--- src/rtl/rrc_defines.svh ---
// Purpose: Offsets, field positions, reset values and fixed figures of the RTP classifier.
// Assumes: Register port with 12-bit byte addresses and 32-bit data.
// Notes:   Definitions only.
`ifndef RRC_DEFINES_SVH
`define RRC_DEFINES_SVH

// ==========================================================================
// Register map
`define RRC_ADDR_W         12
`define RRC_OFF_CTRL       12'h000
`define RRC_OFF_STATUS     12'h004
`define RRC_OFF_CONN_BASE  12'h008
`define RRC_SPLIT_TAG      6'h04
`define RRC_TABLE_TAG      2'h1
`define RRC_CTRL_RST       32'h0000_0000
`define RRC_CONN_RST       32'h0000_0000

// ==========================================================================
// Control bits
`define RRC_CTRL_RTP       0
`define RRC_CTRL_LOSS      1
`define RRC_CTRL_CSUM_RPT  2
`define RRC_CTRL_CSUM_DISC 3
`define RRC_CTRL_RESTART   8

// ==========================================================================
// Split entry layout
`define RRC_SPL_PTR_HI     15
`define RRC_SPL_TYPE_LO    16
`define RRC_SPL_TYPE_HI    18
`define RRC_SPL_VOICE_LO   19
`define RRC_SPL_VOICE_HI   22
`define RRC_SPL_REPORT     23
`define RRC_SPL_W          24

// ==========================================================================
// Packet figures
`define RRC_RTP_HDR_BYTES  16'h000C
`define RRC_RTP_VERSION    2'h2
`define RRC_LEN_SAT        8'hFF
`define RRC_PTR_SHIFT      5

`endif

--- src/rtl/rrc_pkg.sv ---
// Purpose: Types shared by the RTP classifier modules.
// Assumes: Nothing.
// Notes:   Constants live in rrc_defines.svh.
package rrc_pkg;

  typedef enum logic [2:0] {
    RRC_CH_VOICE  = 3'h0,
    RRC_CH_HDLC   = 3'h1,
    RRC_CH_CPU    = 3'h2,
    RRC_CH_DELETE = 3'h7
  } rrc_chan_e;

  typedef enum logic [3:0] {
    RRC_VM_PCM64     = 4'h0,
    RRC_VM_ADPCM40   = 4'h1,
    RRC_VM_ADPCM32   = 4'h2,
    RRC_VM_ADPCM24   = 4'h3,
    RRC_VM_ADPCM16   = 4'h4,
    RRC_VM_PCM_U2A   = 4'h8,
    RRC_VM_PCM_A2U   = 4'h9,
    RRC_VM_PCM_A2U_X = 4'hA,
    RRC_VM_PCM_U2U_X = 4'hB,
    RRC_VM_NOISE_EXT = 4'hC,
    RRC_VM_RESERVED  = 4'hF
  } rrc_voice_e;

endpackage

--- src/rtl/rrc_classify.sv ---
// Purpose: Classifies received UDP/RTP packets of one connection and builds event reports.
// Assumes: Header fields arrive parsed, one packet per pkt_valid pulse.
// Notes:   Results appear one cycle after pkt_valid.
// Functional notes
// - Decode four-bit voice coding info.
// - Channel pointer counts in 32-byte units.
// - RTP index is marker over payload kind.
// - Non-RTP index is saturated payload length.
// - Table entry picks one of 16 channels.
// - First packet raises initialization flag.
// - Non-incremental sequence raises loss flag.
// - Entry report bit raises payload-report flag.
// - Short packet flagged and discarded whole when RTP enabled.
// - RTP version other than 2 flagged.
// - Failed UDP checksum flagged.
// - Report carries connection base address.
// - Report carries marker and payload kind.
// - Report carries length saturated at 255.
// - Report carries previous and current sequence.
// - Previous sequence only when RTP enabled.
// - Report carries local TDM time stamp.
// - Protocol bit selects indexing method.
// - Decode channel type, delete skips channel.
//
// The address-and-strobe port and the register addresses were decided locally.
`timescale 1ns/10ps
`include "rrc_defines.svh"
module rrc_classify
  import rrc_pkg::*;
(
  // Clock and reset
  input  wire logic                   clk,
  input  wire logic                   reset_n,
  // Register port
  input  wire logic [`RRC_ADDR_W-1:0] reg_addr,
  input  wire logic [31:0]            reg_wdata,
  input  wire logic                   reg_wr,
  input  wire logic                   reg_rd,
  output logic      [31:0]            reg_rdata,
  // Received packet
  input  wire logic                   pkt_valid,
  input  wire logic [15:0]            pkt_udp_len,
  input  wire logic                   pkt_marker,
  input  wire logic [6:0]             pkt_payload_kind,
  input  wire logic [1:0]             pkt_version,
  input  wire logic [15:0]            pkt_seq,
  input  wire logic                   pkt_csum_ok,
  input  wire logic [31:0]            tdm_timestamp,
  // Delivery
  output logic                        dlv_valid,
  output logic                        dlv_discard,
  output logic      [7:0]             dlv_index,
  output logic      [3:0]             dlv_channel_num,
  output rrc_chan_e                   dlv_chan_type,
  output logic      [20:0]            dlv_chan_addr,
  output rrc_voice_e                  dlv_voice_mode,
  output logic                        dlv_voice_reserved,
  // Event report
  output logic                        rpt_valid,
  output logic                        rpt_init,
  output logic                        rpt_loss,
  output logic                        rpt_payload_report,
  output logic                        short_header_error,
  output logic                        version_mismatch_error,
  output logic                        checksum_error_flag,
  output logic      [31:0]            rpt_conn_base,
  output logic                        rpt_marker,
  output logic      [6:0]             rpt_payload_kind,
  output logic      [7:0]             rpt_udp_len,
  output logic      [15:0]            rpt_prev_seq,
  output logic      [15:0]            rpt_cur_seq,
  output logic      [31:0]            rpt_timestamp
);

  // ==========================================================================
  // Configuration storage
  logic [31:0]            ctrl_reg;
  logic [31:0]            conn_base_reg;
  logic [3:0]             table_reg [256];
  logic [`RRC_SPL_W-1:0]  split_reg [16];
  logic                   init_done_reg;
  logic [15:0]            last_seq_reg;
  logic [15:0]            pkt_count_reg;

  wire rtp_en    = ctrl_reg[`RRC_CTRL_RTP];
  wire loss_en   = ctrl_reg[`RRC_CTRL_LOSS];
  wire csum_rpt  = ctrl_reg[`RRC_CTRL_CSUM_RPT];
  wire csum_disc = ctrl_reg[`RRC_CTRL_CSUM_DISC];

  // ==========================================================================
  // Register decode
  wire       sel_table = (reg_addr[11:10] == `RRC_TABLE_TAG);
  wire       sel_split = (reg_addr[11:6] == `RRC_SPLIT_TAG);
  wire [7:0] tab_widx  = reg_addr[9:2];
  wire [3:0] spl_widx  = reg_addr[5:2];
  wire       wr_ctrl   = reg_wr & (reg_addr == `RRC_OFF_CTRL);
  wire       wr_conn   = reg_wr & (reg_addr == `RRC_OFF_CONN_BASE);
  wire       restart   = wr_ctrl & reg_wdata[`RRC_CTRL_RESTART];

  logic [31:0] rd_mux;
  always_comb begin
    rd_mux = 32'h0000_0000;
    if (sel_table) begin
      rd_mux = {28'h000_0000, table_reg[tab_widx]};
    end else if (sel_split) begin
      rd_mux = {8'h00, split_reg[spl_widx]};
    end else if (reg_addr == `RRC_OFF_CTRL) begin
      rd_mux = {28'h000_0000, ctrl_reg[3:0]};
    end else if (reg_addr == `RRC_OFF_STATUS) begin
      rd_mux = {pkt_count_reg, last_seq_reg[14:0], init_done_reg};
    end else if (reg_addr == `RRC_OFF_CONN_BASE) begin
      rd_mux = conn_base_reg;
    end
  end

  always_ff @(posedge clk or negedge reset_n) begin
    if (!reset_n) begin
      ctrl_reg      <= `RRC_CTRL_RST;
      conn_base_reg <= `RRC_CONN_RST;
      reg_rdata     <= 32'h0000_0000;
    end else begin
      if (wr_ctrl) begin
        ctrl_reg <= {28'h000_0000, reg_wdata[3:0]};
      end
      if (wr_conn) begin
        conn_base_reg <= reg_wdata;
      end
      reg_rdata <= reg_rd ? rd_mux : 32'h0000_0000;
    end
  end

  genvar gi;
  generate
    for (gi = 0; gi < 256; gi++) begin : g_table
      always_ff @(posedge clk or negedge reset_n) begin
        if (!reset_n) begin
          table_reg[gi] <= 4'h0;
        end else if (reg_wr && sel_table && tab_widx == 8'(gi)) begin
          table_reg[gi] <= reg_wdata[3:0];
        end
      end
    end
    for (gi = 0; gi < 16; gi++) begin : g_split
      always_ff @(posedge clk or negedge reset_n) begin
        if (!reset_n) begin
          split_reg[gi] <= {`RRC_SPL_W{1'b0}};
        end else if (reg_wr && sel_split && spl_widx == 4'(gi)) begin
          split_reg[gi] <= reg_wdata[`RRC_SPL_W-1:0];
        end
      end
    end
  endgenerate

  // ==========================================================================
  // Lookup
  logic [7:0] index_w;
  logic [7:0] len_sat_w;

  rrc_index_calc u_index (
    .rtp_mode     (rtp_en),
    .marker       (pkt_marker),
    .payload_kind (pkt_payload_kind),
    .udp_len      (pkt_udp_len),
    .index        (index_w),
    .len_sat      (len_sat_w)
  );

  wire [3:0]            chan_w  = table_reg[index_w];
  wire [`RRC_SPL_W-1:0] entry_w = split_reg[chan_w];
  wire rrc_chan_e       type_w  = rrc_chan_e'(entry_w[`RRC_SPL_TYPE_HI:`RRC_SPL_TYPE_LO]);

  rrc_voice_e voice_w;
  logic       voice_rsv_w;

  rrc_voice_decode u_voice (
    .voice_coding_info (entry_w[`RRC_SPL_VOICE_HI:`RRC_SPL_VOICE_LO]),
    .voice_mode        (voice_w),
    .is_reserved       (voice_rsv_w)
  );

  // ==========================================================================
  // Packet checks
  wire        short_w    = rtp_en & (pkt_udp_len < `RRC_RTP_HDR_BYTES);
  wire        ver_bad_w  = rtp_en & ~short_w & (pkt_version != `RRC_RTP_VERSION);
  wire        csum_bad_w = ~pkt_csum_ok & csum_rpt;
  wire        ucd_drop_w = ~pkt_csum_ok & csum_disc;
  wire        upd_w      = pkt_valid & ~short_w & ~ucd_drop_w;
  wire        init_w     = upd_w & ~init_done_reg;
  wire [15:0] seq_inc_w  = last_seq_reg + 16'h0001;
  wire        loss_w     = upd_w & init_done_reg & rtp_en & loss_en
                         & (pkt_seq != seq_inc_w);
  wire        rep_w      = ~short_w & ~ucd_drop_w & entry_w[`RRC_SPL_REPORT];
  wire        delete_w   = (type_w == RRC_CH_DELETE);
  wire        drop_w     = short_w | ucd_drop_w | delete_w;
  wire        any_flag_w = init_w | loss_w | rep_w | short_w | ver_bad_w | csum_bad_w;

  // ==========================================================================
  // Connection state
  always_ff @(posedge clk or negedge reset_n) begin
    if (!reset_n) begin
      init_done_reg <= 1'b0;
      last_seq_reg  <= 16'h0000;
      pkt_count_reg <= 16'h0000;
    end else begin
      // A packet taken in the restart cycle keeps the connection initialized.
      init_done_reg <= upd_w ? 1'b1 : (restart ? 1'b0 : init_done_reg);
      if (upd_w && rtp_en) begin
        last_seq_reg <= pkt_seq;
      end
      if (upd_w) begin
        pkt_count_reg <= pkt_count_reg + 16'h0001;
      end
    end
  end

  // ==========================================================================
  // Delivery and report outputs
  always_ff @(posedge clk or negedge reset_n) begin
    if (!reset_n) begin
      dlv_valid          <= 1'b0;
      dlv_discard        <= 1'b0;
      dlv_index          <= 8'h00;
      dlv_channel_num    <= 4'h0;
      dlv_chan_type      <= RRC_CH_VOICE;
      dlv_chan_addr      <= 21'h00_0000;
      dlv_voice_mode     <= RRC_VM_PCM64;
      dlv_voice_reserved <= 1'b0;
    end else begin
      dlv_valid   <= pkt_valid & ~drop_w;
      dlv_discard <= pkt_valid & drop_w;
      if (pkt_valid) begin
        dlv_index          <= index_w;
        dlv_channel_num    <= chan_w;
        dlv_chan_type      <= type_w;
        dlv_chan_addr      <= {entry_w[`RRC_SPL_PTR_HI:0], 5'h00};
        dlv_voice_mode     <= voice_w;
        dlv_voice_reserved <= voice_rsv_w;
      end
    end
  end

  always_ff @(posedge clk or negedge reset_n) begin
    if (!reset_n) begin
      rpt_valid              <= 1'b0;
      rpt_init               <= 1'b0;
      rpt_loss               <= 1'b0;
      rpt_payload_report     <= 1'b0;
      short_header_error     <= 1'b0;
      version_mismatch_error <= 1'b0;
      checksum_error_flag    <= 1'b0;
      rpt_conn_base          <= 32'h0000_0000;
      rpt_marker             <= 1'b0;
      rpt_payload_kind       <= 7'h00;
      rpt_udp_len            <= 8'h00;
      rpt_prev_seq           <= 16'h0000;
      rpt_cur_seq            <= 16'h0000;
      rpt_timestamp          <= 32'h0000_0000;
    end else begin
      rpt_valid              <= pkt_valid & any_flag_w;
      rpt_init               <= pkt_valid & init_w;
      rpt_loss               <= pkt_valid & loss_w;
      rpt_payload_report     <= pkt_valid & rep_w;
      short_header_error     <= pkt_valid & short_w;
      version_mismatch_error <= pkt_valid & ver_bad_w;
      checksum_error_flag    <= pkt_valid & csum_bad_w;
      if (pkt_valid) begin
        rpt_conn_base    <= conn_base_reg;
        rpt_marker       <= pkt_marker;
        rpt_payload_kind <= pkt_payload_kind;
        rpt_udp_len      <= len_sat_w;
        rpt_prev_seq     <= rtp_en ? last_seq_reg : 16'h0000;
        rpt_cur_seq      <= pkt_seq;
        rpt_timestamp    <= tdm_timestamp;
      end
    end
  end
endmodule

--- src/rtl/rrc_index_calc.sv ---
// Purpose: Forms the 8-bit lookup index of a received packet.
// Assumes: Payload length is in bytes.
// Notes:   Purely combinational.
`timescale 1ns/10ps
`include "rrc_defines.svh"
module rrc_index_calc
  import rrc_pkg::*;
(
  // Selection
  input  wire logic        rtp_mode,
  // Packet fields
  input  wire logic        marker,
  input  wire logic [6:0]  payload_kind,
  input  wire logic [15:0] udp_len,
  // Results
  output logic      [7:0]  index,
  output logic      [7:0]  len_sat
);

  wire long_len = (udp_len >= {8'h00, `RRC_LEN_SAT});

  assign len_sat = long_len ? `RRC_LEN_SAT : udp_len[7:0];
  assign index   = rtp_mode ? {marker, payload_kind} : len_sat;

endmodule

--- src/rtl/rrc_voice_decode.sv ---
// Purpose: Decodes the voice coding info of a channel entry.
// Assumes: Four-bit code.
// Notes:   Unlisted codes map to the reserved value.
`timescale 1ns/10ps
module rrc_voice_decode
  import rrc_pkg::*;
(
  // Code in
  input  wire logic [3:0] voice_coding_info,
  // Decoded
  output rrc_voice_e      voice_mode,
  output logic            is_reserved
);

  always_comb begin
    voice_mode  = RRC_VM_RESERVED;
    is_reserved = 1'b0;
    unique case (voice_coding_info)
      4'h0, 4'h1, 4'h2, 4'h3, 4'h4,
      4'h8, 4'h9, 4'hA, 4'hB, 4'hC: voice_mode = rrc_voice_e'(voice_coding_info);
      default: is_reserved = 1'b1;
    endcase
  end

endmodule

--- config.mk ---
export PLATFORM = sky130hd
export DESIGN_NAME = rrc_classify
export DESIGN_NICKNAME = d
export VERILOG_FILES = /design/src/rtl/rrc_pkg.sv /design/src/rtl/rrc_classify.sv /design/src/rtl/rrc_index_calc.sv /design/src/rtl/rrc_voice_decode.sv
export VERILOG_INCLUDE_DIRS = /design/src /design/src/rtl
export SDC_FILE = /design/constraint.sdc
export NUM_CORES = 2
export LEC_CHECK = 0
export BUFFER_PORTS_ARGS = -buffer_cell sky130_fd_sc_hd__buf_2
export CAP_MARGIN = 5
export CORE_UTILIZATION = 65
export DETAILED_ROUTE_END_ITERATION = 8
export GPL_TIMING_DRIVEN = 0
export PLACE_DENSITY_LB_ADDON = 0.05
export SYNTH_ARGS = -nofsm -noshare
export SYNTH_HDL_FRONTEND = slang
export SYNTH_HIERARCHICAL = 1
export SYNTH_SLANG_ARGS = --single-unit
--- constraint.sdc ---
create_clock -name clk -period 13.9 [get_ports clk]
set_clock_uncertainty 0.1 [all_clocks]
set_input_delay 0.695 -clock clk [delete_from_list [all_inputs] [get_ports clk]]
set_output_delay 0.695 -clock clk [all_outputs]
set_load 0.05 [all_outputs]
==> insert_results.sql <==
INSERT INTO impl_metrics (metric_group, metric, value, unit) VALUES
('layout', 'largest_reg_flops', '1024', ''),
('drt', 'initialDrtViolationCount', '12351', ''),
('pwr', 'switching_share', '26.4', '%'),
('sta', 'timing.final.max_slew_violations', '107', ''),
('layout', 'layout-drive-gt1-share', '47.8', '%'),
('pwr', 'p_leak', '45.5', 'nW'),
('sta', 'timing.slew.headroom', '-10.9', '%'),
('critical_path', 'crit_type', 'register to register', ''),
('drt', 'wl', '387000', 'µm'),
('pwr', 'cellPowerDensity', '113', 'nW/µm²'),
('critical_path', 'worstPathRequired', '14.52', 'ns'),
('sta', 'fin_crit_sh', '65.4', '%'),
('global_routing', 'use_met1', '66.5', '%'),
('logic_synthesis', 'adder_cell_area_share_of_the_yosys_netlist', '0.0291', '%'),
('logic_synthesis', 'synth_area', '86100', 'µm²'),
('layout', 'area_growth', '13.0', '%'),
('cts', 'worstSkewPairLatency', '0.86', 'ns'),
('critical_path', 'startpoint_type', 'register', ''),
('sta', 'fin_hold_ws', '-0.00537', 'ns'),
('logic_synthesis', 'largest_family_of_logic_cells_by_synthesized_area', 'multiplexers', ''),
('layout', 'final_design_area_no_fill', '97300', 'µm²'),
('critical_path', 'worst_setup_path_end_kind', 'register', ''),
('logic_synthesis', 'synth_cell_type_count', '61', ''),
('logic_synthesis', 'seq_area_frac_synth', '48.4', '%'),
('cts', 'tritoncts', 'done', ''),
('drt', 'antenna_left', '0', ''),
('global_routing', 'global_route.peak_usage_layer', 'met2', ''),
('die', 'fp.dieH', '366', 'µm'),
('pwr', 'vdd_drop_max', '0.126', 'mV'),
('critical_path', 'critPathMaxFanout', '11', ''),
('global_routing', 'antenna_found_initial', '63', ''),
('cts', 'clkSinkCount', '1666', ''),
('cts', 'cts-root-to-sink-buffers', '3', ''),
('sta', 'setup_ws', '4.81', 'ns'),
('die', 'core_region_area', '131000', 'µm²'),
('sta', 'final_hold_viol_count', '7', ''),
('global_routing', 'use_met2', '77.0', '%'),
('drt', 'drc_errors', '22', ''),
('drt', 'detailroute.via_count', '67632', ''),
('flow_run', 'cap_violations', '10', ''),
('logic_synthesis', 'avgSynthCellArea', '14.7', 'µm²'),
('logic_synthesis', 'synth_xor_xnor_area_share', '0.376', '%'),
('sta', 'clock.fmax', '110', 'MHz'),
('global_routing', 'grt_start_max_net_pins', '174', ''),
('pwr', 'seqPwrFrac', '45.7', '%'),
('layout', 'finalNonFillerCells', '8379', ''),
('pwr', 'total_switching_power', '2.90', 'mW'),
('cts', 'cts_resized', '0', ''),
('layout', 'finalNetCount', '6535', ''),
('place', 'placement.io_buffers', '305', ''),
('outcome', 'violated_checks', 'design-rule violations, negative hold slack, max-capacitance violations, max-slew violations', ''),
('cts', 'cts.clk_slew.worst_paths', '0.06', 'ns'),
('sta', 'rsz_0062_raised_after_global_routing', 'false', ''),
('sta', 'totalNegativeSetupSlack', '0', 'ns'),
('outcome', 'outcome', 'finished, violations left', ''),
('place', 'place.detailed.instances', '7954', ''),
('drt', 'vias_per_cell', '8.07', ''),
('logic_synthesis', 'yosys_register_bits', '1666', ''),
('global_routing', 'met3_usage', '33.3', '%'),
('min_path', 'hp-class', 'input port to register', ''),
('global_routing', 'grt_first_pass_wirelength', '526000', 'µm'),
('drt', 'drt-pass1-iter-count', '9', ''),
('die', 'die_outline_area', '134000', 'µm²'),
('die', 'die_width', '366', 'µm'),
('global_routing', 'track_usage', '58.1', '%'),
('logic_synthesis', 'ys_dominant_reg_cell', 'dfrtp_1', ''),
('die', 'initial_utilization', '65.5', '%'),
('sta', 'finalSetupViolCount', '0', ''),
('place', 'placed_cell_area', '90700', 'µm²'),
('sta', 'final_critical_delay_including_setup_and_external_delays', '9.09', 'ns'),
('pwr', 'clockPowerShare', '45.4', '%');
placed cells by master, fill, tap and decap left out, types with 30 or more instances in the layout:
master     count
a211oi_1      30
a21oi_1       56
a22oi_1      179
buf_2        387
buf_4         41
clkbuf_1     351
clkbuf_16    180
clkbuf_2      47
clkbuf_8      45
dfrtp_1     1666
diode_2       70
inv_1         32
mux2_2      1585
mux2i_1      149
mux4_2       720
nand2_1      276
nand3_1       71
nor2_1       217
o21ai_0       51
power by group through the flow:
stage | combinational [mW] | sequential (mW) | clock [mW]
6_report | 0.973 | 5.03 | 5.00
5_1_grt | 0.970 | 5.04 | 5.13
3_5_place_dp | 0.904 | 5.11 | 0
4_1_cts | 0.913 | 5.02 | 4.93
2_1_floorplan | 0.373 | 5.16 | 0
3_3_place_gp | 0.872 | 5.12 | 0
synth_stat cells (all sizes together) (30+ instances only):
library cell  count  share of area (%)
o21ai            53               0.31
a22oi           179                1.6
inv              32               0.14
dfrtp          1666                 48
nor3             31               0.18
buf             155                1.0
nand2           276                1.2
a211oi           30               0.26
mux2i           149                1.7
nor2            221               0.97
mux2           1585                 21
a21oi            56               0.33
clkbuf          353                1.5
mux4            720                 19
nand3            71               0.41
worst max-delay path, cell delays in order (launching register included):
cell	delay, ns
dfrtp_1	0.49
clkbuf_2	0.21
buf_2	0.19
a32oi_1	0.17
buf_4	0.44
buf_2	0.69
buf_2	0.76
buf_2	0.69
nand2_1	0.43
o22ai_1	0.30
nor4_1	0.10
nor4_1	0.84
a22oi_1	0.54
o211a_1	0.47
buf_6	0.21
buf_6	0.17
buf_4	0.20
buf_2	0.25
a211oi_1	0.27
a211oi_1	0.11
a211oi_1	0.34
a21oi_1	0.16
o21a_1	0.26
or2_1	0.21
mux2_2	0.26
path summary, 6_finish.rpt:
| check | start | cells past startpoint | slack, ns | endpoint |
|---|---|---|---|---|
| min in group asynchronous | reset_n | 2 | 0.30 | rpt_timestamp[28] |
| min | tdm_timestamp[13] | 2 | -0.005 | rpt_timestamp[13] |
| min reg2reg | pkt_count_reg[11] | 1 | 0.40 | pkt_count_reg[11] |
| max in group asynchronous | reset_n | 5 | 10.45 | table_reg[527] |
| max | ctrl_reg[0] | 24 | 4.81 | dlv_voice_mode[3] |
| max reg2reg | ctrl_reg[0] | 24 | 4.81 | dlv_voice_mode[3] |
timing repair:
action	4_1_cts	5_1_grt
hold buffers	24	3
hold endpoints to repair	151	3
buffers inserted	0	0
cell families (layout without fill, tap and decap cells):
| logic type | count (synthesis) | count (layout) |
|---|---|---|
| muxes | 2454 | 2454 |
| DFF | 1666 | 1666 |
| and+or+nand+nor | 741 | 741 |
| buffers and inverters | 541 | 1238 |
| AOI/OAI and AO/OA | 411 | 411 |
| xor gates and xnor gates | 37 | 37 |
| adders and majority gates | 2 | 2 |
| other | 1 | 75 |
area by class of cell:
| class | instances | area [µm²] |
|---|---|---|
| clock buffers | 270 | 5290 |
| clock inverters | 52 | 718 |
| flip-flops and latches | 1666 | 41700 |
| plain buffers | 508 | 2270 |
| well taps | 1755 | 2200 |
| fillers | 8442 | 34200 |
| multi-input cells | 3650 | 42200 |
| diodes | 70 | 175 |
| inverters | 33 | 124 |
| repair buffers | 375 | 2610 |
layer usage:
metal  vias to the layer above  part of all wire, %
li1                      23649                    -
met2                      7053                   40
met1                     34607                   31
met3                      2287                   17
met5                         -                 0.13
met4                        36                   11
(Power assumes the default switching activity.)
